[src/core/uart_hold_pkg.sv]
// register map, field positions, reset values and timing for one uart channel
// assumes a byte-wide host port with 3-bit register addresses
package uart_hold_pkg;
  localparam logic [2:0] ADDR_DATA = 3'h0;
  localparam logic [2:0] ADDR_IEN  = 3'h1;
  localparam logic [2:0] ADDR_FIFO = 3'h2;
  localparam logic [2:0] ADDR_LCTL = 3'h3;
  localparam logic [2:0] ADDR_LSTA = 3'h5;
  localparam logic [2:0] ADDR_MSTA = 3'h6;
  localparam logic [7:0] IEN_RESET  = 8'h00;
  localparam logic [7:0] FIFO_RESET = 8'h00;
  localparam logic [7:0] LCTL_RESET = 8'h00;
  localparam int IEN_RX = 0, IEN_TX = 1, IEN_LINE = 2, IEN_MODEM = 3;
  localparam int IEN_SLEEP = 4, IEN_XOFF = 5, IEN_RTS = 6, IEN_CTS = 7;
  localparam int FCR_EN = 0, FCR_RXCLR = 1, FCR_TXCLR = 2, LCR_DLAB = 7;
  localparam logic [7:0] IID_NONE  = 8'h01;
  localparam logic [7:0] IID_LINE  = 8'h06;
  localparam logic [7:0] IID_RX    = 8'h04;
  localparam logic [7:0] IID_TX    = 8'h02;
  localparam logic [7:0] IID_MODEM = 8'h00;
  localparam logic [7:0] IID_XOFF  = 8'h10;
  localparam logic [7:0] IID_FLOW  = 8'h20;
  localparam logic [7:0] IID_FIFOS = 8'hC0;
  localparam logic [3:0] MID_SAMPLE = 4'h7;   // 7.5 ticks: sample after 8th tick
  localparam logic [3:0] OVERSAMPLE_LAST = 4'hF;
  localparam int BAUD_DIV_DEFAULT = 16;
endpackage

[src/core/uart_holding_irq.sv]
// holding registers, fifos, start-bit check and interrupt enable of one uart channel
// assumes a host port with one-cycle strobes and read data one cycle later
`timescale 1ns/10ps
module uart_holding_irq #(
  parameter int DEPTH    = 16,   // fifo entries
  parameter int BAUD_DIV = uart_hold_pkg::BAUD_DIV_DEFAULT  // clk per 16x tick
) (
  input  wire logic       clk,        // 250 MHz
  input  wire logic       nrst,       // async, active low
  input  wire logic [2:0] addr,       // register address
  input  wire logic [7:0] wrData,     // write data
  input  wire logic       wrStb,      // write strobe
  input  wire logic       rdStb,      // read strobe
  output logic      [7:0] rdData,     // read data, cycle after strobe
  input  wire logic       rxPin,      // serial input
  output logic            txPin,      // serial output
  input  wire logic       ctsPin,     // clear-to-send level (high = asserted)
  input  wire logic       rtsLevel,   // rts level from flow logic
  input  wire logic       xoffSeen,   // one-cycle pulse: xoff char received
  input  wire logic [3:0] modemDelta, // modem change pulses
  output logic            irqOutA,    // channel interrupt
  output logic            sleepMode   // sleep enable
);
  localparam int AW = $clog2(DEPTH);
  initial if (DEPTH < 2 || (DEPTH & (DEPTH - 1)) != 0 || BAUD_DIV < 1)
    $error("uart_holding_irq: DEPTH power of two >=2, BAUD_DIV >= 1");
  typedef enum {RX_IDLE, RX_START, RX_DATA, RX_STOP} rx_state_t;
  typedef enum {TX_IDLE, TX_SHIFT} tx_state_t;

  logic [7:0] ienReg, fifoCtlReg, lineCtlReg, rdDataReg;
  logic [3:0] modemStaReg;
  logic [7:0] txMem [DEPTH];
  logic [8:0] rxMem [DEPTH];  // bit 8: framing error (bad stop bit) with the char
  logic [AW:0] txWp, txRp, rxWp, rxRp;
  logic       overrunReg, breakReg, frameErrReg, ctsIrqReg, rtsIrqReg, xoffIrqReg;
  logic       txIrqClrReg, ctsPrev, rtsPrev, tick, txPinReg, irqReg;
  logic [2:0] rxSync, ctsSync;
  logic [15:0] divCnt;
  rx_state_t  rxState;
  tx_state_t  txState;
  logic [3:0] rxTick, txTick, rxBit, txBit;
  logic [7:0] rxShift;
  logic [9:0] txShift;

  wire dlab     = lineCtlReg[uart_hold_pkg::LCR_DLAB];
  wire fifoOn   = fifoCtlReg[uart_hold_pkg::FCR_EN];
  wire selData  = (addr == uart_hold_pkg::ADDR_DATA) && !dlab;
  wire selIen   = (addr == uart_hold_pkg::ADDR_IEN) && !dlab;
  wire hostWrTx = wrStb && selData;
  wire hostRdRx = rdStb && selData;
  wire rdIid    = rdStb && (addr == uart_hold_pkg::ADDR_FIFO);
  wire [AW:0] capacity = fifoOn ? (AW+1)'(DEPTH) : (AW+1)'(1);
  wire [AW:0] txCount = txWp - txRp;
  wire [AW:0] rxCount = rxWp - rxRp;
  wire txEmpty = (txCount == '0);
  wire rxEmpty = (rxCount == '0);
  wire txFull  = (txCount >= capacity);
  wire rxFull  = (rxCount >= capacity);
  wire [AW:0] trigLevel = fifoOn ? (AW+1)'(1) << fifoCtlReg[7:6] : (AW+1)'(1);
  wire rxAtTrig = (rxCount >= trigLevel);
  wire txLoad   = (txState == TX_IDLE) && !txEmpty && tick;
  wire rxDone   = (rxState == RX_STOP) && tick && (rxTick == uart_hold_pkg::OVERSAMPLE_LAST);
  wire stopBad  = !rxSync[2];
  wire rxFall   = rxSync[2] && !rxSync[1] && (rxSync[1] == rxSync[0]);
  wire rxPush   = rxDone && !rxFull;  // errored chars are kept, flagged in bit 8
  wire txPush   = hostWrTx && !txFull;
  wire rxPop    = hostRdRx && !rxEmpty;
  wire ctsRise  = ctsSync[2] && !ctsPrev && (ctsSync[1] == ctsSync[2]);
  wire rtsRise  = rtsLevel && !rtsPrev;
  wire errInFifo;

  wire lineErr = overrunReg | frameErrReg | breakReg;
  wire [7:0] lineSta = {errInFifo,
                        txEmpty && (txState == TX_IDLE),
                        txEmpty,
                        breakReg, frameErrReg, 1'b0, overrunReg,
                        !rxEmpty};
  logic [DEPTH-1:0] errBits;
  for (genvar g = 0; g < DEPTH; g++)
  begin : g_err
    wire [AW:0] idx = rxRp + (AW+1)'(g);
    assign errBits[g] = (AW+1)'(g) < rxCount && rxMem[idx[AW-1:0]][8];
  end
  assign errInFifo = |errBits;

  wire srcLine  = ienReg[uart_hold_pkg::IEN_LINE] && lineErr;
  wire srcRx    = ienReg[uart_hold_pkg::IEN_RX] && !rxEmpty && rxAtTrig;
  wire srcTx    = ienReg[uart_hold_pkg::IEN_TX] && txEmpty && !txIrqClrReg;
  wire srcModem = ienReg[uart_hold_pkg::IEN_MODEM] && (modemStaReg != '0);
  wire srcXoff  = ienReg[uart_hold_pkg::IEN_XOFF] && xoffIrqReg;
  wire srcFlow  = (ienReg[uart_hold_pkg::IEN_CTS] && ctsIrqReg) ||
                  (ienReg[uart_hold_pkg::IEN_RTS] && rtsIrqReg);
  wire anyIrq = srcLine | srcRx | srcTx | srcModem | srcXoff | srcFlow;
  wire [7:0] iidCode = srcLine ? uart_hold_pkg::IID_LINE :
                       srcRx   ? uart_hold_pkg::IID_RX   :
                       srcTx   ? uart_hold_pkg::IID_TX   :
                       srcModem ? uart_hold_pkg::IID_MODEM :
                       srcXoff ? uart_hold_pkg::IID_XOFF :
                       srcFlow ? uart_hold_pkg::IID_FLOW : uart_hold_pkg::IID_NONE;
  wire [7:0] iidRead = iidCode | (fifoOn ? uart_hold_pkg::IID_FIFOS : 8'h00);

  wire [7:0] rdMux =
    selData ? rxMem[rxRp[AW-1:0]][7:0] :
    selIen  ? ienReg :
    (addr == uart_hold_pkg::ADDR_FIFO) ? iidRead :
    (addr == uart_hold_pkg::ADDR_LCTL) ? lineCtlReg :
    (addr == uart_hold_pkg::ADDR_LSTA) ? lineSta :
    (addr == uart_hold_pkg::ADDR_MSTA) ? {4'h0, modemStaReg} : 8'h00;

  always_ff @(posedge clk or negedge nrst)
    if (!nrst)
    begin
      ienReg     <= uart_hold_pkg::IEN_RESET;
      fifoCtlReg <= uart_hold_pkg::FIFO_RESET;
      lineCtlReg <= uart_hold_pkg::LCTL_RESET;
      rdDataReg  <= 8'h00;
    end
    else
    begin
      if (wrStb && selIen)
        ienReg <= wrData;
      if (wrStb && addr == uart_hold_pkg::ADDR_FIFO)
        fifoCtlReg <= {wrData[7:3], 2'b00, wrData[0]};
      if (wrStb && addr == uart_hold_pkg::ADDR_LCTL)
        lineCtlReg <= wrData;
      if (rdStb)
        rdDataReg <= rdMux;
    end

  // ---- sticky events: set beats clear
  always_ff @(posedge clk or negedge nrst)
    if (!nrst)
    begin
      modemStaReg <= 4'h0;
      ctsIrqReg   <= 1'b0;
      rtsIrqReg   <= 1'b0;
      xoffIrqReg  <= 1'b0;
      txIrqClrReg <= 1'b0;
      ctsPrev     <= 1'b0;
      rtsPrev     <= 1'b0;
    end
    else
    begin
      ctsPrev <= ctsSync[2];
      rtsPrev <= rtsLevel;
      modemStaReg <= modemDelta |
        ((rdStb && addr == uart_hold_pkg::ADDR_MSTA) ? 4'h0 : modemStaReg);
      ctsIrqReg  <= ctsRise | (ctsIrqReg & !rdIid);
      rtsIrqReg  <= rtsRise | (rtsIrqReg & !rdIid);
      xoffIrqReg <= xoffSeen | (xoffIrqReg & !rdIid);
      // a new empty event (last char leaves) re-arms the tx interrupt
      if (txLoad && txCount == (AW+1)'(1))
        txIrqClrReg <= 1'b0;
      else if ((rdIid && iidCode == uart_hold_pkg::IID_TX) || txPush)
        txIrqClrReg <= 1'b1;
    end

  // ---- fifos; capacity 1 when fifos are off
  always_ff @(posedge clk or negedge nrst)
    if (!nrst)
    begin
      txWp <= '0;
      txRp <= '0;
      rxWp <= '0;
      rxRp <= '0;
    end
    else
    begin
      if (wrStb && addr == uart_hold_pkg::ADDR_FIFO && wrData[uart_hold_pkg::FCR_TXCLR])
        txWp <= txRp;
      else if (txPush)
        txWp <= txWp + (AW+1)'(1);
      if (txLoad)
        txRp <= txRp + (AW+1)'(1);
      if (wrStb && addr == uart_hold_pkg::ADDR_FIFO && wrData[uart_hold_pkg::FCR_RXCLR])
        rxRp <= rxWp;
      else if (rxPop)
        rxRp <= rxRp + (AW+1)'(1);
      if (rxPush)
        rxWp <= rxWp + (AW+1)'(1);
    end

  always_ff @(posedge clk)
    if (txPush)
      txMem[txWp[AW-1:0]] <= wrData;
  always_ff @(posedge clk)
    if (rxPush)
      rxMem[rxWp[AW-1:0]] <= {stopBad, rxShift};

  // ---- 16x tick divider; sleep stops it only while nothing is pending
  wire sleeping = ienReg[uart_hold_pkg::IEN_SLEEP] && txEmpty &&
                  txState == TX_IDLE && rxState == RX_IDLE;
  always_ff @(posedge clk or negedge nrst)
    if (!nrst)
    begin
      divCnt <= 16'h0000;
      tick   <= 1'b0;
      rxSync <= 3'b111;
      ctsSync <= 3'b000;
    end
    else
    begin
      rxSync  <= {rxSync[1:0], rxPin};
      ctsSync <= {ctsSync[1:0], ctsPin};
      tick    <= 1'b0;
      if (sleeping)
        divCnt <= 16'h0000;
      else if (divCnt == 16'(BAUD_DIV - 1))
      begin
        divCnt <= 16'h0000;
        tick   <= 1'b1;
      end
      else
        divCnt <= divCnt + 16'h0001;
    end

  always_ff @(posedge clk or negedge nrst)
    if (!nrst)
    begin
      rxState     <= RX_IDLE;
      rxTick      <= 4'h0;
      rxBit       <= 4'h0;
      rxShift     <= 8'h00;
      overrunReg  <= 1'b0;
      frameErrReg <= 1'b0;
      breakReg    <= 1'b0;
    end
    else
    begin
      if (rdStb && addr == uart_hold_pkg::ADDR_LSTA)
      begin
        overrunReg  <= 1'b0;
        frameErrReg <= 1'b0;
        breakReg    <= 1'b0;
      end
      case (rxState)
        RX_IDLE:
          if (rxFall)
          begin
            rxState <= RX_START;
            rxTick  <= 4'h0;
          end
        RX_START:
          if (tick)
          begin
            rxTick <= rxTick + 4'h1;
            if (rxTick == uart_hold_pkg::MID_SAMPLE)
            begin
              if (rxSync[2])
                rxState <= RX_IDLE;
              else
              begin
                rxState <= RX_DATA;
                rxTick  <= 4'h0;
                rxBit   <= 4'h0;
              end
            end
          end
        RX_DATA:
          if (tick)
          begin
            rxTick <= rxTick + 4'h1;
            if (rxTick == uart_hold_pkg::OVERSAMPLE_LAST)
            begin
              rxShift <= {rxSync[2], rxShift[7:1]};
              rxBit   <= rxBit + 4'h1;
              if (rxBit == 4'h7)
                rxState <= RX_STOP;
            end
          end
        RX_STOP:
          if (tick)
          begin
            rxTick <= rxTick + 4'h1;
            if (rxDone)
            begin
              rxState <= RX_IDLE;
              if (stopBad && rxShift == 8'h00)
                breakReg <= 1'b1;
              else if (stopBad)
                frameErrReg <= 1'b1;
              else if (rxFull)
                overrunReg <= 1'b1;
            end
          end
        default:
          rxState <= RX_IDLE;
      endcase
    end

  always_ff @(posedge clk or negedge nrst)
    if (!nrst)
    begin
      txState  <= TX_IDLE;
      txShift  <= 10'h3FF;
      txTick   <= 4'h0;
      txBit    <= 4'h0;
      txPinReg <= 1'b1;
      irqReg   <= 1'b0;
    end
    else
    begin
      irqReg <= anyIrq;
      case (txState)
        TX_IDLE:
          if (txLoad)
          begin
            txShift <= {1'b1, txMem[txRp[AW-1:0]], 1'b0};
            txState <= TX_SHIFT;
            txTick  <= 4'h0;
            txBit   <= 4'h0;
          end
        TX_SHIFT:
          if (tick)
          begin
            txTick <= txTick + 4'h1;
            if (txTick == 4'h0)
              txPinReg <= txShift[0];
            if (txTick == uart_hold_pkg::OVERSAMPLE_LAST)
            begin
              txShift <= {1'b1, txShift[9:1]};
              txBit   <= txBit + 4'h1;
              if (txBit == 4'h9)
                txState <= TX_IDLE;
            end
          end
        default:
          txState <= TX_IDLE;
      endcase
    end

  assign rdData    = rdDataReg;
  assign txPin     = txPinReg;
  assign irqOutA   = irqReg;
  assign sleepMode = ienReg[uart_hold_pkg::IEN_SLEEP];

  property p_txpush;
    @(posedge clk) disable iff (!nrst) txPush |=> !txEmpty || txState == TX_SHIFT;
  endproperty
  a_txpush: assert property (p_txpush) else $error("tx write lost");
  property p_thre;
    @(posedge clk) disable iff (!nrst) txLoad && txCount == (AW+1)'(1) && !txPush |=> lineSta[5];
  endproperty
  a_thre: assert property (p_thre) else $error("holding empty flag wrong");
  property p_rxpop;
    @(posedge clk) disable iff (!nrst) rxPop && !rxPush |=> rxCount == $past(rxCount) - (AW+1)'(1);
  endproperty
  a_rxpop: assert property (p_rxpop) else $error("rx read did not pop");
  property p_falsestart;
    @(posedge clk) disable iff (!nrst)
      rxState == RX_START && tick && rxTick == uart_hold_pkg::MID_SAMPLE && rxSync[2]
      |=> rxState == RX_IDLE;
  endproperty
  a_falsestart: assert property (p_falsestart) else $error("false start accepted");
  property p_start;
    @(posedge clk) disable iff (!nrst) rxState == RX_IDLE && rxFall |=> rxState == RX_START;
  endproperty
  a_start: assert property (p_start) else $error("start edge missed");
  property p_quiet;
    @(posedge clk) disable iff (!nrst) ienReg == 8'h00 |=> !irqOutA;
  endproperty
  a_quiet: assert property (p_quiet) else $error("interrupt with sources off");
  property p_txclr;
    @(posedge clk) disable iff (!nrst) txPush |=> !srcTx;
  endproperty
  a_txclr: assert property (p_txclr) else $error("tx interrupt not cleared");
  property p_dr;
    @(posedge clk) disable iff (!nrst) rxPush |=> lineSta[0];
  endproperty
  a_dr: assert property (p_dr) else $error("data ready not set");
  property p_irqpin;
    @(posedge clk) disable iff (!nrst) srcRx |=> irqOutA;
  endproperty
  a_irqpin: assert property (p_irqpin) else $error("rx interrupt not on pin");
endmodule

[config.mk]
export PLATFORM = sky130hd
export DESIGN_NAME = uart_holding_irq
export DESIGN_NICKNAME = d
export VERILOG_FILES = /design/src/core/uart_hold_pkg.sv /design/src/core/uart_holding_irq.sv
export SDC_FILE = /design/constraint.sdc
export NUM_CORES = 1
export LEC_CHECK = 0
export BUFFER_PORTS_ARGS = -buffer_cell sky130_fd_sc_hd__buf_2
export CAP_MARGIN = 40
export CORE_MARGIN = 2
export CORE_UTILIZATION = 40
export DETAILED_ROUTE_END_ITERATION = 8
export GPL_TIMING_DRIVEN = 0
export SYNTH_ARGS = -nofsm -noshare
export SYNTH_HDL_FRONTEND = slang
export SYNTH_SLANG_ARGS = --single-unit
[constraint.sdc]
create_clock -name clk -period 4.5 [get_ports clk]
set_clock_uncertainty 0.2 [all_clocks]
set_input_delay 1.35 -clock clk [delete_from_list [all_inputs] [get_ports clk]]
set_output_delay 1.35 -clock clk [all_outputs]
set_load 0.005 [all_outputs]
[Yosys cells after proc, flatten, opt, wreduce, memory -nomap -nowiden]
Memory sizes are Yosys's and may differ from the RTL's.
Cells that the tools add are included.
Cells by class
  bitwise logic cells: 15
  equality and inequality tests: 34
  $lt $le $gt $ge: 19
  muxes and demuxes: 85
  add/subtract/negate cells: 25
  shift operators: 1
  reductions and logical operators: 95
Operators with widths (number)
  $mux W32: 12
  $logic_not A32 Y1: 4
  $pmux W32 S4: 1
  $eq A32 B1 Y1 const B: 2
  $eq A32 B2 Y1 const B: 2
  $mux W4: 16
  $pmux W32 S2: 1
  $logic_and A1 B1 Y1: 56
  $mux W8: 6
  $lt A4 B5 Y1 const A: 8
  $mux W6: 6
  $add A4 B4 Y4 const B: 8
  $eq A32 B3 Y1 const B: 1
  $mux W16: 2
  $mux W10: 3
  $mux W5: 6
  $mux W1: 26
  $ne A2 B2 Y1 const B: 13
  $pmux W4 S2: 3
  $add A5 B1 Y5 const B: 4
  $lt A3 B5 Y1 const A: 4
  $pmux W10 S2: 1
  $add A16 B1 Y16 const B: 1
  $add A4 B1 Y4 const B: 4
  38 further kinds: 84
Word-level totals
  memories: 2
  output and inout port bits: 11
  input port bits: 23
  memory bits (writable): 272
  register bits: 186
  logic and storage cells: 308
Memories
  rxMem: depth 16, width 9, rd ports 16, clocked after Yosys merged registers in 0, write ports 1, line uart_holding_irq.sv:33  | logic [8:0] rxMem [DEPTH];
  txMem: depth 16, width 8, rd ports 1, clocked after Yosys merged registers in 0, write ports 1, line uart_holding_irq.sv:32  | logic [7:0] txMem [DEPTH];

[Longest topological paths before layout]
Gate-level depths: netlist (run 1).
  depth after elaboration: 13
  mapped depth: 15
  gate-level depth less buffers: 14

[Worst setup path before layout (run 1)]
No wires, ideal clock.
  kind: reg2reg
  start: reg rxRp[1]
  end: mem rxMem[4][0] (enable)
  path buffers: 3
  cell stages (with the launch flop): 14
  library setup time: 0.387 ns
  data required time: 3.913 ns
  period minus slack after synthesis: 4.630 ns
  setup slack: -0.130 ns
  arrival: 4.043 ns
  path through: dfrtp_1 clkbuf_1 buf_1 inv_1 fa_1 a21o_1 a21oi_1 xnor2_2 ha_1 a21oi_1 nor2b_1 clkbuf_1 nand2_1 nor3_1
On the way
  cells in the longest elaborated chain, start to end: 6
Ends and longest elaborated chain
  start, declared: line uart_holding_irq.sv:34  | logic [AW:0] txWp, txRp, rxWp, rxRp;
  start signal, assigned: line uart_holding_irq.sv:176  | rxRp <= rxWp;
  start signal, assigned: line uart_holding_irq.sv:178  | rxRp <= rxRp + (AW+1)'(1);
  $sub A5 B5 Y5: line uart_holding_irq.sv:54  | wire [AW:0] rxCount = rxWp - rxRp;
  $ge A5 B5 Y1: line uart_holding_irq.sv:58  | wire rxFull = (rxCount >= capacity);
  $logic_not A1 Y1: line uart_holding_irq.sv:65  | wire rxPush = rxDone && !rxFull;
  $logic_and A1 B1 Y1: line uart_holding_irq.sv:65
  $mux W1: line uart_holding_irq.sv:187  | if (rxPush)
  $mux W1 (implied by the code): line uart_holding_irq.sv:188  | rxMem[rxWp[AW-1:0]] <= {stopBad, rxShift};
  end, declared: line uart_holding_irq.sv:33
No other way between the ends.

[Worst setup path in the final report (run 1)]
  start: reg rxRp[1]
  end: mem rxMem[9][2] (enable)
Same word-level chain as after synthesis.

==> results.cfg, run 1 <==
[power]
irDropWorstVdd_mv = 0.297
p_int_mw = 7.77
p_seq_share_pct = 38.1
swShare_pct = 31.3
switching_power_mw = 3.54
power.density_mw_per_mm2 = 559
p_total_mw = 11.3
p_leak_nw = 6.97
pwr-share-comb_pct = 32.7
p_clk_share_pct = 29.2

[floorplanning]
start_util_pct = 40.2
rows = 77
die_h_um = 214
core_region_area_mm2 = 0.0439
io_pins = 34
die_x_um = 214
dieArea_mm2 = 0.0459

[timing]
grt_setup_unrepaired = no
fmax_mhz = 232
setup_violations = 0
slew_headroom_pct = 42.5
worst_pin_slew_ns = 0.860
hold_viol_final = 0
period_needed_ns = 4.31
layout_setup_ws_ns = 0.194
fin_crit_sh_pct = 95.7
maxSlewViolCount = 0

[worst_setup_path]
path_max_fanout = 10
cp_top_family = buffers and inverters
critPathKind = register to register
cp-start-kind = register
cp_slowest_cell = fa_1
crit_chain = clkbuf_8 > buf_4 > inv_1 > fa_1 > a21o_1 > a21oi_1 > xnor2_2 > ha_1 > a21oi_1 > nor2b_2 > clkbuf_4 > nand3b_1 > buf_4 > nor2_4 > buf_4
arrival_ns = 4.36
crit_top_cell = buf_4
worst_setup_path_end_kind = register
cp_slowest_stage_delay_ns = 0.49
critPathBufInv = 6
required_ns = 4.56

[clocking]
cts_buffers = 41
insertion_delay_ns = 0.56
htree_levels = 2
cts_root_buffer = clkbuf_16
cts.clk_slew.worst_paths_ns = 0.06
ctsHoldBuffers = 0
clk_path_buf_depth = 3
cts_sinks = 393
cts_tree = built

[route]
drt_wl_total_um = 40000
drt-initial-drc-count = 799
post-route-drc-count = 0
wl_per_cell_um = 21.7
drtPass1Iterations = 5
num_vias = 10125
drtAntennaViolNets = 0
viasPerCell = 5.48

[global_routing]
grt_pass1_wl_um = 62600
grt_pass1_vias = 10326
grt_busiest_layer = met2
grt_max_degree = 68
met3_usage_pct = 3.18
antenna_found_initial = 1
track_usage_pct = 17.9
grt_overflow = 0
met2_usage_pct = 29.5
use_met1_pct = 24.0

[yosys]
synth_fp_nets = 1188
synth.distinct_cells = 72
syn-cell-area_mm2 = 0.0177
yosysSeqAreaShare_pct = 63.4
avgSynthCellArea_um2 = 15.7
ys_top_cells_by_count = edfxtp_1 (272), dfrtp_1 (108), mux4_2 (104), nand2_1 (73), nor2_1 (70)
async_flop_share_pct = 30.8
yosys.area.top_type_share_pct = 46.2
ys_ff_latch = 393
synth_most_common_cell = edfxtp_1
synth_area_leader_cell = edfxtp_1
synth_warnings = 0
synthTopCellsByArea = edfxtp_1 (46%), dfrtp_1 (15%), mux4_2 (13%)
postSynthCellCount = 1124
synth_flop_cell = edfxtp_1
synth_edf_count = 272

[placed_design]
dp_cells = 1769
place_ws_ns = -1.52
port_buffers = 33
place_area_mm2 = 0.0188
gp_congestion = 0.858
dp_hpwl_um = 27600

[cells_and_area]
fin_area_mm2 = 0.0202
fillerInstances = 3902
final_cells = 1847
syn2layout_area_growth_pct = 14.5
antenna_cells = 0
nNetsFinal = 1287
drive_above_1_share_pct = 26.0

[hold_path]
min_path_type = register to register

[outcome]
status = complete, no violations

[run]
cap_violations = 0
cell families (layout without fill, tap and decap cells):
family / after synthesis / in the layout / synth area share, %
compound gates: 139 / 139 / 5.19
buf+inv: 81 / 212 / 1.93
mux: 154 / 154 / 16.6
xor+xnor: 46 / 46 / 2.32
simple gates: 270 / 270 / 7.57
fa+ha+maj: 41 / 41 / 2.99
flops: 393 / 393 / 63.4
registers in the layout, summed over array words and instances (netlist names), 4 cells and up:
register	flops
divCnt	16
ienReg	8
lineCtlReg	8
modemStaReg	4
rdData	8
rxBit	4
rxMem	144
rxRp	5
rxShift	8
rxTick	4
rxWp	5
txBit	4
txMem	128
txRp	5
txShift	9
txTick	4
txWp	5
worst paths after layout:
path | start | endpoint | slack (ns) | depth (start not counted)
setup / recovery | rxRp[1] | rxMem[9][2] | 0.19 | 15
hold / removal | ctsSync[0] | ctsSync[1] | 0.15 | 0
setup reg to reg | rxRp[1] | rxMem[9][2] | 0.19 | 15
hold reg to reg | ctsSync[0] | ctsSync[1] | 0.15 | 0
max in group asynchronous | nrst | rxSync[0] | 2.70 | 2
min in group asynchronous | nrst | txBit[0] | 0.63 | 1
per-layer routing:
metal  share of wire (%)  routed length (um)
met5               0.025                  10
met4                 2.9                1140
met3                 5.1                2030
met2                  49               19700
met1                  43               17100
through the flow:
step | hold WS (ns) | setup TNS [ns] | util [%]
floorplan | 0.131 | -4.68 | -
global placement | 0.136 | -283.87 | 42.3
detailed placement | 0.141 | -220.76 | 42.7
CTS | 0.154 | -1.86 | 46.0
global route | 0.154 | 0 | 46.1
finish | 0.153 | 0 | 46.1
cell type report:
| cell class | instances | area, um2 | area share [%] |
|---|---|---|---|
| clock inverters | 19 | 180 | 0.890 |
| clock buffers | 56 | 1120 | 5.54 |
| well taps | 592 | 741 | 3.66 |
| repair buffers | 60 | 395 | 1.95 |
| multi-input cells | 650 | 6250 | 30.9 |
| flip-flops and latches | 393 | 11200 | 55.4 |
| inverters | 38 | 143 | 0.705 |
| plain buffers | 39 | 203 | 1.00 |
worst register-to-register path: stages, from the launching register on:
cell and delay (ns):
dfrtp_2 0.41, clkbuf_8 0.20, buf_4 0.22, inv_1 0.17, fa_1 0.49, a21o_1 0.18
a21oi_1 0.21, xnor2_2 0.19, ha_1 0.29, a21oi_1 0.24, nor2b_2 0.27, clkbuf_4 0.24
nand3b_1 0.11, buf_4 0.21, nor2_4 0.18, buf_4 0.22
power by group through the flow:
stage / registers, mW / clock network (mW) / logic [mW]
2_1_floorplan: 4.31 / 0 / 2.78
3_3_place_gp: 4.37 / 0 / 3.58
3_5_place_dp: 4.38 / 0 / 3.65
4_1_cts: 4.31 / 3.38 / 3.69
5_1_grt: 4.35 / 3.53 / 4.04
6_report: 4.31 / 3.30 / 3.70
layout by cell type, fill, tap and decap left out, types with 6 or more instances in the layout:
| cell | instances |
|---|---|
| a21o_1 | 7 |
| a21oi_1 | 31 |
| a22o_1 | 7 |
| a31oi_1 | 7 |
| and3_1 | 9 |
| buf_2 | 45 |
| buf_4 | 24 |
| clkbuf_1 | 31 |
| clkbuf_16 | 41 |
| clkinv_2 | 7 |
| dfrtp_1 | 107 |
| dfstp_2 | 13 |
| edfxtp_1 | 272 |
| ha_1 | 38 |
| inv_1 | 36 |
| mux2_2 | 29 |
| mux2i_1 | 18 |
| mux4_2 | 104 |
| nand2_1 | 72 |
| nand2b_1 | 11 |
| nand3_1 | 20 |
| nand3b_1 | 10 |
| nand4_1 | 12 |
| nor2_1 | 59 |
| nor2_2 | 8 |
| nor2b_1 | 10 |
| nor3_2 | 6 |
| nor4_1 | 9 |
| o21ai_0 | 18 |
| o21ai_1 | 19 |
| o31ai_1 | 7 |
| xnor2_1 | 23 |
| xor2_1 | 22 |
repair_timing:
| item | 4_1_cts | 5_1_grt |
|---|---|---|
| resized for setup | 38 | 9 |
| setup buffers | 4 | 3 |
| endpoints found under the setup margin | 266 | 181 |
| pin swaps | 3 | 0 |
No activity file was read; power rests on OpenSTA's default activity.
==> run 2, diff against run 1 <==
ABC_AREA = 1   (was unset)
==> run 2 against run 1 <==
Effect of this change: highest routed layer unchanged; clock power grew 14%; first-iteration DRC count grew 110%; synthesized cell count grew 57%; worst hold slack gained 0.019 ns; critical path type unchanged; area after synthesis grew 2.6%; non-clock buffer count grew 25.
==> results.cfg, run 2 <==
[power]
irDropWorstVdd_mv = 0.315
power.density_mw_per_mm2 = 592
p_leak_nw = 7.99
p_seq_share_pct = 34.8
swShare_pct = 37.4
p_total_mw = 12.4
p_clk_share_pct = 30.3
switching_power_mw = 4.62
p_int_mw = 7.74
pwr-share-comb_pct = 34.9

[worst_setup_path]
crit-reg2reg-launch = rxRp[2]
path_max_fanout = 13
arrival_ns = 4.34
critPathKind = register to register
required_ns = 4.57
worst_setup_path_end_kind = register
critPathLaunch = rxRp[2]
cp-start-kind = register

[clocking]
ctsHoldBuffers = 0
insertion_delay_ns = 0.57
clk_path_buf_depth = 3
cts_sinks = 393
cts_buffers = 43
cts_root_buffer = clkbuf_16
cts.clk_slew.worst_paths_ns = 0.06
htree_levels = 2
cts_tree = built

[global_routing]
grt_pass1_vias = 13200
grt_overflow = 0
antenna_found_initial = 1
grt_max_degree = 92
track_usage_pct = 21.0
grt_pass1_wl_um = 76000

[hold_path]
min_path_type = register to register
min-delay-start = rxSync[1]

[yosys]
synth_area_leader_cell = edfxtp_1
async_flop_share_pct = 30.8
ys_top_cells_by_count = edfxtp_1 (272), nand2_1 (266), nor2_1 (221), o21ai_0 (191), nand3_1 (186)
yosys.area.top_type_share_pct = 45.0
synth_warnings = 0
ys_ff_latch = 393
postSynthCellCount = 1769
synth_edf_count = 272
avgSynthCellArea_um2 = 10.3
synth_most_common_cell = edfxtp_1
synth.distinct_cells = 57
syn-cell-area_mm2 = 0.0181
synth_flop_cell = edfxtp_1
yosysSeqAreaShare_pct = 61.8
synth_fp_nets = 1833
synthTopCellsByArea = edfxtp_1 (45%), dfrtp_1 (15%), nand2_1 (5.5%)

[route]
num_vias = 13722
drt_wl_total_um = 49000
drtAntennaViolNets = 0
viasPerCell = 5.47
drtPass1Iterations = 7
drt-initial-drc-count = 1689
post-route-drc-count = 0
wl_per_cell_um = 19.5

[cells_and_area]
final_cell_mix = edfxtp_1 (272), nand2_1 (266), nor2_1 (206)
antenna_cells = 0
largest_reg_flops = 144
fillerInstances = 4187
nNetsFinal = 1938
seqCellArea_mm2 = 0.0112
mostFrequentLayoutCell = edfxtp_1
syn2layout_area_growth_pct = 15.2
multi_input_area_mm2 = 0.00609
drive_above_1_share_pct = 11.6

[floorplanning]
die_x_um = 217
dieArea_mm2 = 0.0471
rows = 78
start_util_pct = 40.2
core_region_area_mm2 = 0.0451
die_h_um = 217
io_pins = 34

[placed_design]
port_buffers = 33
gp_congestion = 0.908
dp_hpwl_um = 34500

[timing]
fmax_mhz = 234
period_needed_ns = 4.27
worst_pin_slew_ns = 0.835
grt_setup_unrepaired = no
setup_violations = 0
fin_crit_sh_pct = 95.0
slew_headroom_pct = 43.9
maxSlewViolCount = 0
hold_viol_final = 0
holdWs_ns = 0.171

[outcome]
status = complete, no violations

[run]
cap_violations = 0
-- run 2: cell types whose count changed after synthesis, sizes merged, moves of 16 or more --
cell / before / now
inv: 38 / 159
mux2: 29 / 0
nor2: 71 / 230
xnor2: 24 / 4
nand3: 21 / 191
o21ai: 37 / 202
o22ai: 5 / 52
o221ai: 1 / 27
mux2i: 18 / 0
nand2: 74 / 274
mux4: 107 / 0
clkbuf: 27 / 43
-- run 2: metal layers --
layer  global-route usage, %  part of all wire (%)
met2                    30.7                    42
met5                       0                 0.027
met1                    31.3                    47
met3                    3.75                   8.0
met4                    7.58                   3.0
-- run 2: worst paths after layout --
kind	endpoint	slack, ns	cells past startpoint
hold / removal	rxSync[2]	0.17	0
setup reg to reg	rxMem[1][7]	0.23	17
hold reg to reg	rxSync[2]	0.17	0
setup / recovery	rxMem[1][7]	0.23	17
min in group asynchronous	ctsSync[0]	0.47	1
max in group asynchronous	txShift[5]	2.83	2
-- run 2: logic make-up (layout without fill, tap and decap cells) --
logic type | Yosys count | in the layout | synth area share, %
simple gates | 732 | 732 | 17.7
flops | 393 | 393 | 61.8
compound gates | 349 | 349 | 11.3
buf+inv | 227 | 367 | 4.88
fa+ha+maj | 41 | 41 | 2.91
xor+xnor | 27 | 27 | 1.35
-- run 2: area by class of cell --
cell class	instances	share of cell area, %
plain buffers	61	1.26
clock buffers	54	5.64
clock inverters	26	1.63
inverters	163	2.93
multi-input cells	1149	29.1
flip-flops and latches	393	53.7
well taps	600	3.59
repair buffers	63	2.14
-- run 2: stage by stage --
step	setup WS [ns]	util, %	area (um2)	std cells	setup TNS, ns
6_report	0.227	46.3	20900	2509	0
3_3_place_gp	-0.793	42.3	19100	2402	-89.06
2_1_floorplan	0.760	-	18100	1769	0
3_5_place_dp	-0.145	42.9	19300	2431	-2.05
5_1_grt	0.0123	46.3	20900	2509	0
4_1_cts	0.000583	46.2	20900	2510	0
-- run 2: repair_timing --
| action | 4_1_cts | 5_1_grt |
|---|---|---|
| resized for setup | 3 | 16 |
| endpoints found under the setup margin | 47 | 147 |
| hold endpoints to repair | 0 | 0 |
| cloned | 0 | 0 |
| pin swaps | 0 | 1 |
| setup buffers | 0 | 1 |
-- run 2: power groups by stage --
stage	logic (mW)	registers, mW	clock network [mW]
after floorplan	3.01	4.30	0
after global placement	4.20	4.36	0
after detailed placement	4.27	4.37	0
after CTS	4.29	4.30	3.81
after global routing	4.88	4.33	3.95
final	4.32	4.30	3.75
-- run 2: worst max-delay path: stages, from the launching register on --
cell and delay, ns:
dfrtp_1 0.41, buf_2 0.28, inv_1 0.12, clkbuf_4 0.25, buf_6 0.20, ha_1 0.38
nand2_1 0.11, nand2_1 0.10, nand3_1 0.09, nand2_2 0.15, inv_1 0.11, ha_1 0.32
o31ai_4 0.09, nand3_2 0.17, inv_1 0.18, nand2_1 0.21, nor2_2 0.37, buf_6 0.22
==> run 3, diff against run 2 <==
BUFFER_PORTS_ARGS = -buffer_cell sky130_fd_sc_hd__clkbuf_2   (was -buffer_cell sky130_fd_sc_hd__buf_2)
==> run 3 against run 2 <==
Effect of this change: critical path depth grew 2; routed wire length grew 0.87%; via count shrank 0.15%; total power shrank 2.9%; utilization shrank 0.19 points; flip-flop and latch count is the same; sequential share of layout area grew 0.22 points; worst setup slack lost 0.017 ns; critical path type unchanged; highest routed layer unchanged.
==> results.cfg, run 3 (same netlist as run 2, synthesis figures left out) <==
[cells_and_area]
syn2layout_area_growth_pct = 14.7
final_cell_mix = edfxtp_1 (272), nand2_1 (265), nor2_1 (203)
drive_above_1_share_pct = 11.4
mostFrequentLayoutCell = edfxtp_1
fillerInstances = 4156
nNetsFinal = 1942
largest_reg_flops = 144
seqCellArea_mm2 = 0.0112
antenna_cells = 0
multi_input_area_mm2 = 0.00614

[clocking]
cts_root_buffer = clkbuf_16
clk_path_buf_depth = 3
cts.clk_slew.worst_paths_ns = 0.06
ctsHoldBuffers = 0
insertion_delay_ns = 0.55
cts_buffers = 42
cts_sinks = 393
htree_levels = 2
cts_tree = built

[timing]
grt_setup_unrepaired = yes
worst_pin_slew_ns = 0.885
fmax_mhz = 233
layout_setup_ws_ns = 0.210
setup_violations = 0
fin_crit_sh_pct = 95.3
slew_headroom_pct = 40.9
setup_tns_ns = 0
hold_viol_final = 0
maxSlewViolCount = 0
period_needed_ns = 4.29

[power]
power.density_mw_per_mm2 = 577
p_leak_nw = 7.91
irDropWorstVdd_mv = 0.270

[placed_design]
place_ws_ns = -0.133
gp_congestion = 0.930
dp_hpwl_um = 34800
port_buffers = 33

[floorplanning]
die_h_um = 217
start_util_pct = 40.2
rows = 78
die_x_um = 217
dieArea_mm2 = 0.0471
core_region_area_mm2 = 0.0451
io_pins = 34

[route]
drtAntennaViolNets = 0
post-route-drc-count = 0
drt_wl_total_um = 49400
drt-initial-drc-count = 1467
drtPass1Iterations = 5
wl_per_cell_um = 19.7
viasPerCell = 5.46
num_vias = 13702

[worst_setup_path]
required_ns = 4.55
r2r_cells = 19
path_max_fanout = 10
critPathKind = register to register
r2r_end = rxMem[5][0]
worst_setup_path_end_kind = register
crit-reg2reg-launch = rxRp[2]
cp-start-kind = register
arrival_ns = 4.34
endpoint = rxMem[5][0]
r2r_slack_ns = 0.21
critPathLaunch = rxRp[2]

[outcome]
status = complete, no violations

[global_routing]
grt_max_degree = 100
grt_overflow = 0
grt_pass1_wl_um = 76200
antenna_found_initial = 1
grt_pass1_vias = 13114
track_usage_pct = 21.0

[hold_path]
min_path_type = register to register
min-delay-start = rxSync[1]

[run]
cap_violations = 0
## run 3: layer usage
layer  track usage [%]  part of all wire, %  wire, um  vias to the layer above
li1                  -                    -         -                     6419
met1              31.6                   46     23000                     6693
met2              30.8                   43     21400                      506
met3              3.80                  7.7      3780                       82
met4              6.39                  2.5      1250                        2
met5                 0                0.028        14                        -
## run 3: worst min path at each step
| stage | slack [ns] | end | cells after the start |
|---|---|---|---|
| 3_3_place_gp | 0.16 | rxSync[2] | 0 |
| 3_5_place_dp | 0.16 | rxSync[2] | 0 |
| 6_report | 0.17 | rxSync[2] | 0 |
| 5_1_grt | 0.18 | rxSync[2] | 0 |
| 2_1_floorplan | 0.13 | ctsSync[1] | 0 |
| 4_1_cts | 0.17 | rxSync[2] | 0 |
## run 3: critical path, cell delays in order, from the launching register on
cell      delay, ns
dfrtp_1        0.43
buf_2          0.22
inv_1          0.13
clkbuf_4       0.25
buf_1          0.22
buf_6          0.22
ha_1           0.31
nand2_1        0.13
nand2_1        0.07
nand2_1        0.05
nand2_1        0.06
nand2_2        0.12
inv_1          0.11
ha_1           0.32
o31ai_4        0.09
nand3_2        0.18
inv_2          0.15
nand2_1        0.23
nor2_4         0.29
buf_6          0.20
## run 3: final cells by class
| type | instances | share of cell area [%] |
|---|---|---|
| Multi-Input combinational cell | 1149 | 29.5 |
| Timing Repair Buffer | 66 | 2.44 |
| Clock inverter | 17 | 0.842 |
| Clock buffer | 58 | 5.49 |
| Tap cell | 600 | 3.61 |
| Inverter | 163 | 2.94 |
| Sequential cell | 393 | 53.9 |
| Buffer | 63 | 1.30 |
## run 3: stage by stage
step                      std cells  cell area (um2)  power (mW)  hold WS, ns  utilization (%)
after floorplan                1769            18100        7.30        0.131                -
final                          2509            20800        12.0        0.169             46.2
after CTS                      2504            20700        12.0        0.171             45.8
after global routing           2509            20800        12.8        0.181             46.2
after global placement         2402            19100        8.55        0.160             42.3
after detailed placement       2430            19300        8.64        0.160             42.9
## run 3: where the power goes
part	internal (mW)	switching (mW)	total, mW
clock	1.95	1.41	3.36
sequential	4.08	0.220	4.30
combinational	1.39	2.96	4.34
## run 3: repair_timing
action	4_1_cts	5_1_grt
pin swaps	0	4
endpoints found under the hold margin	0	0
resized for setup	2	30
buffers inserted	0	4
endpoints found under the setup margin	39	157
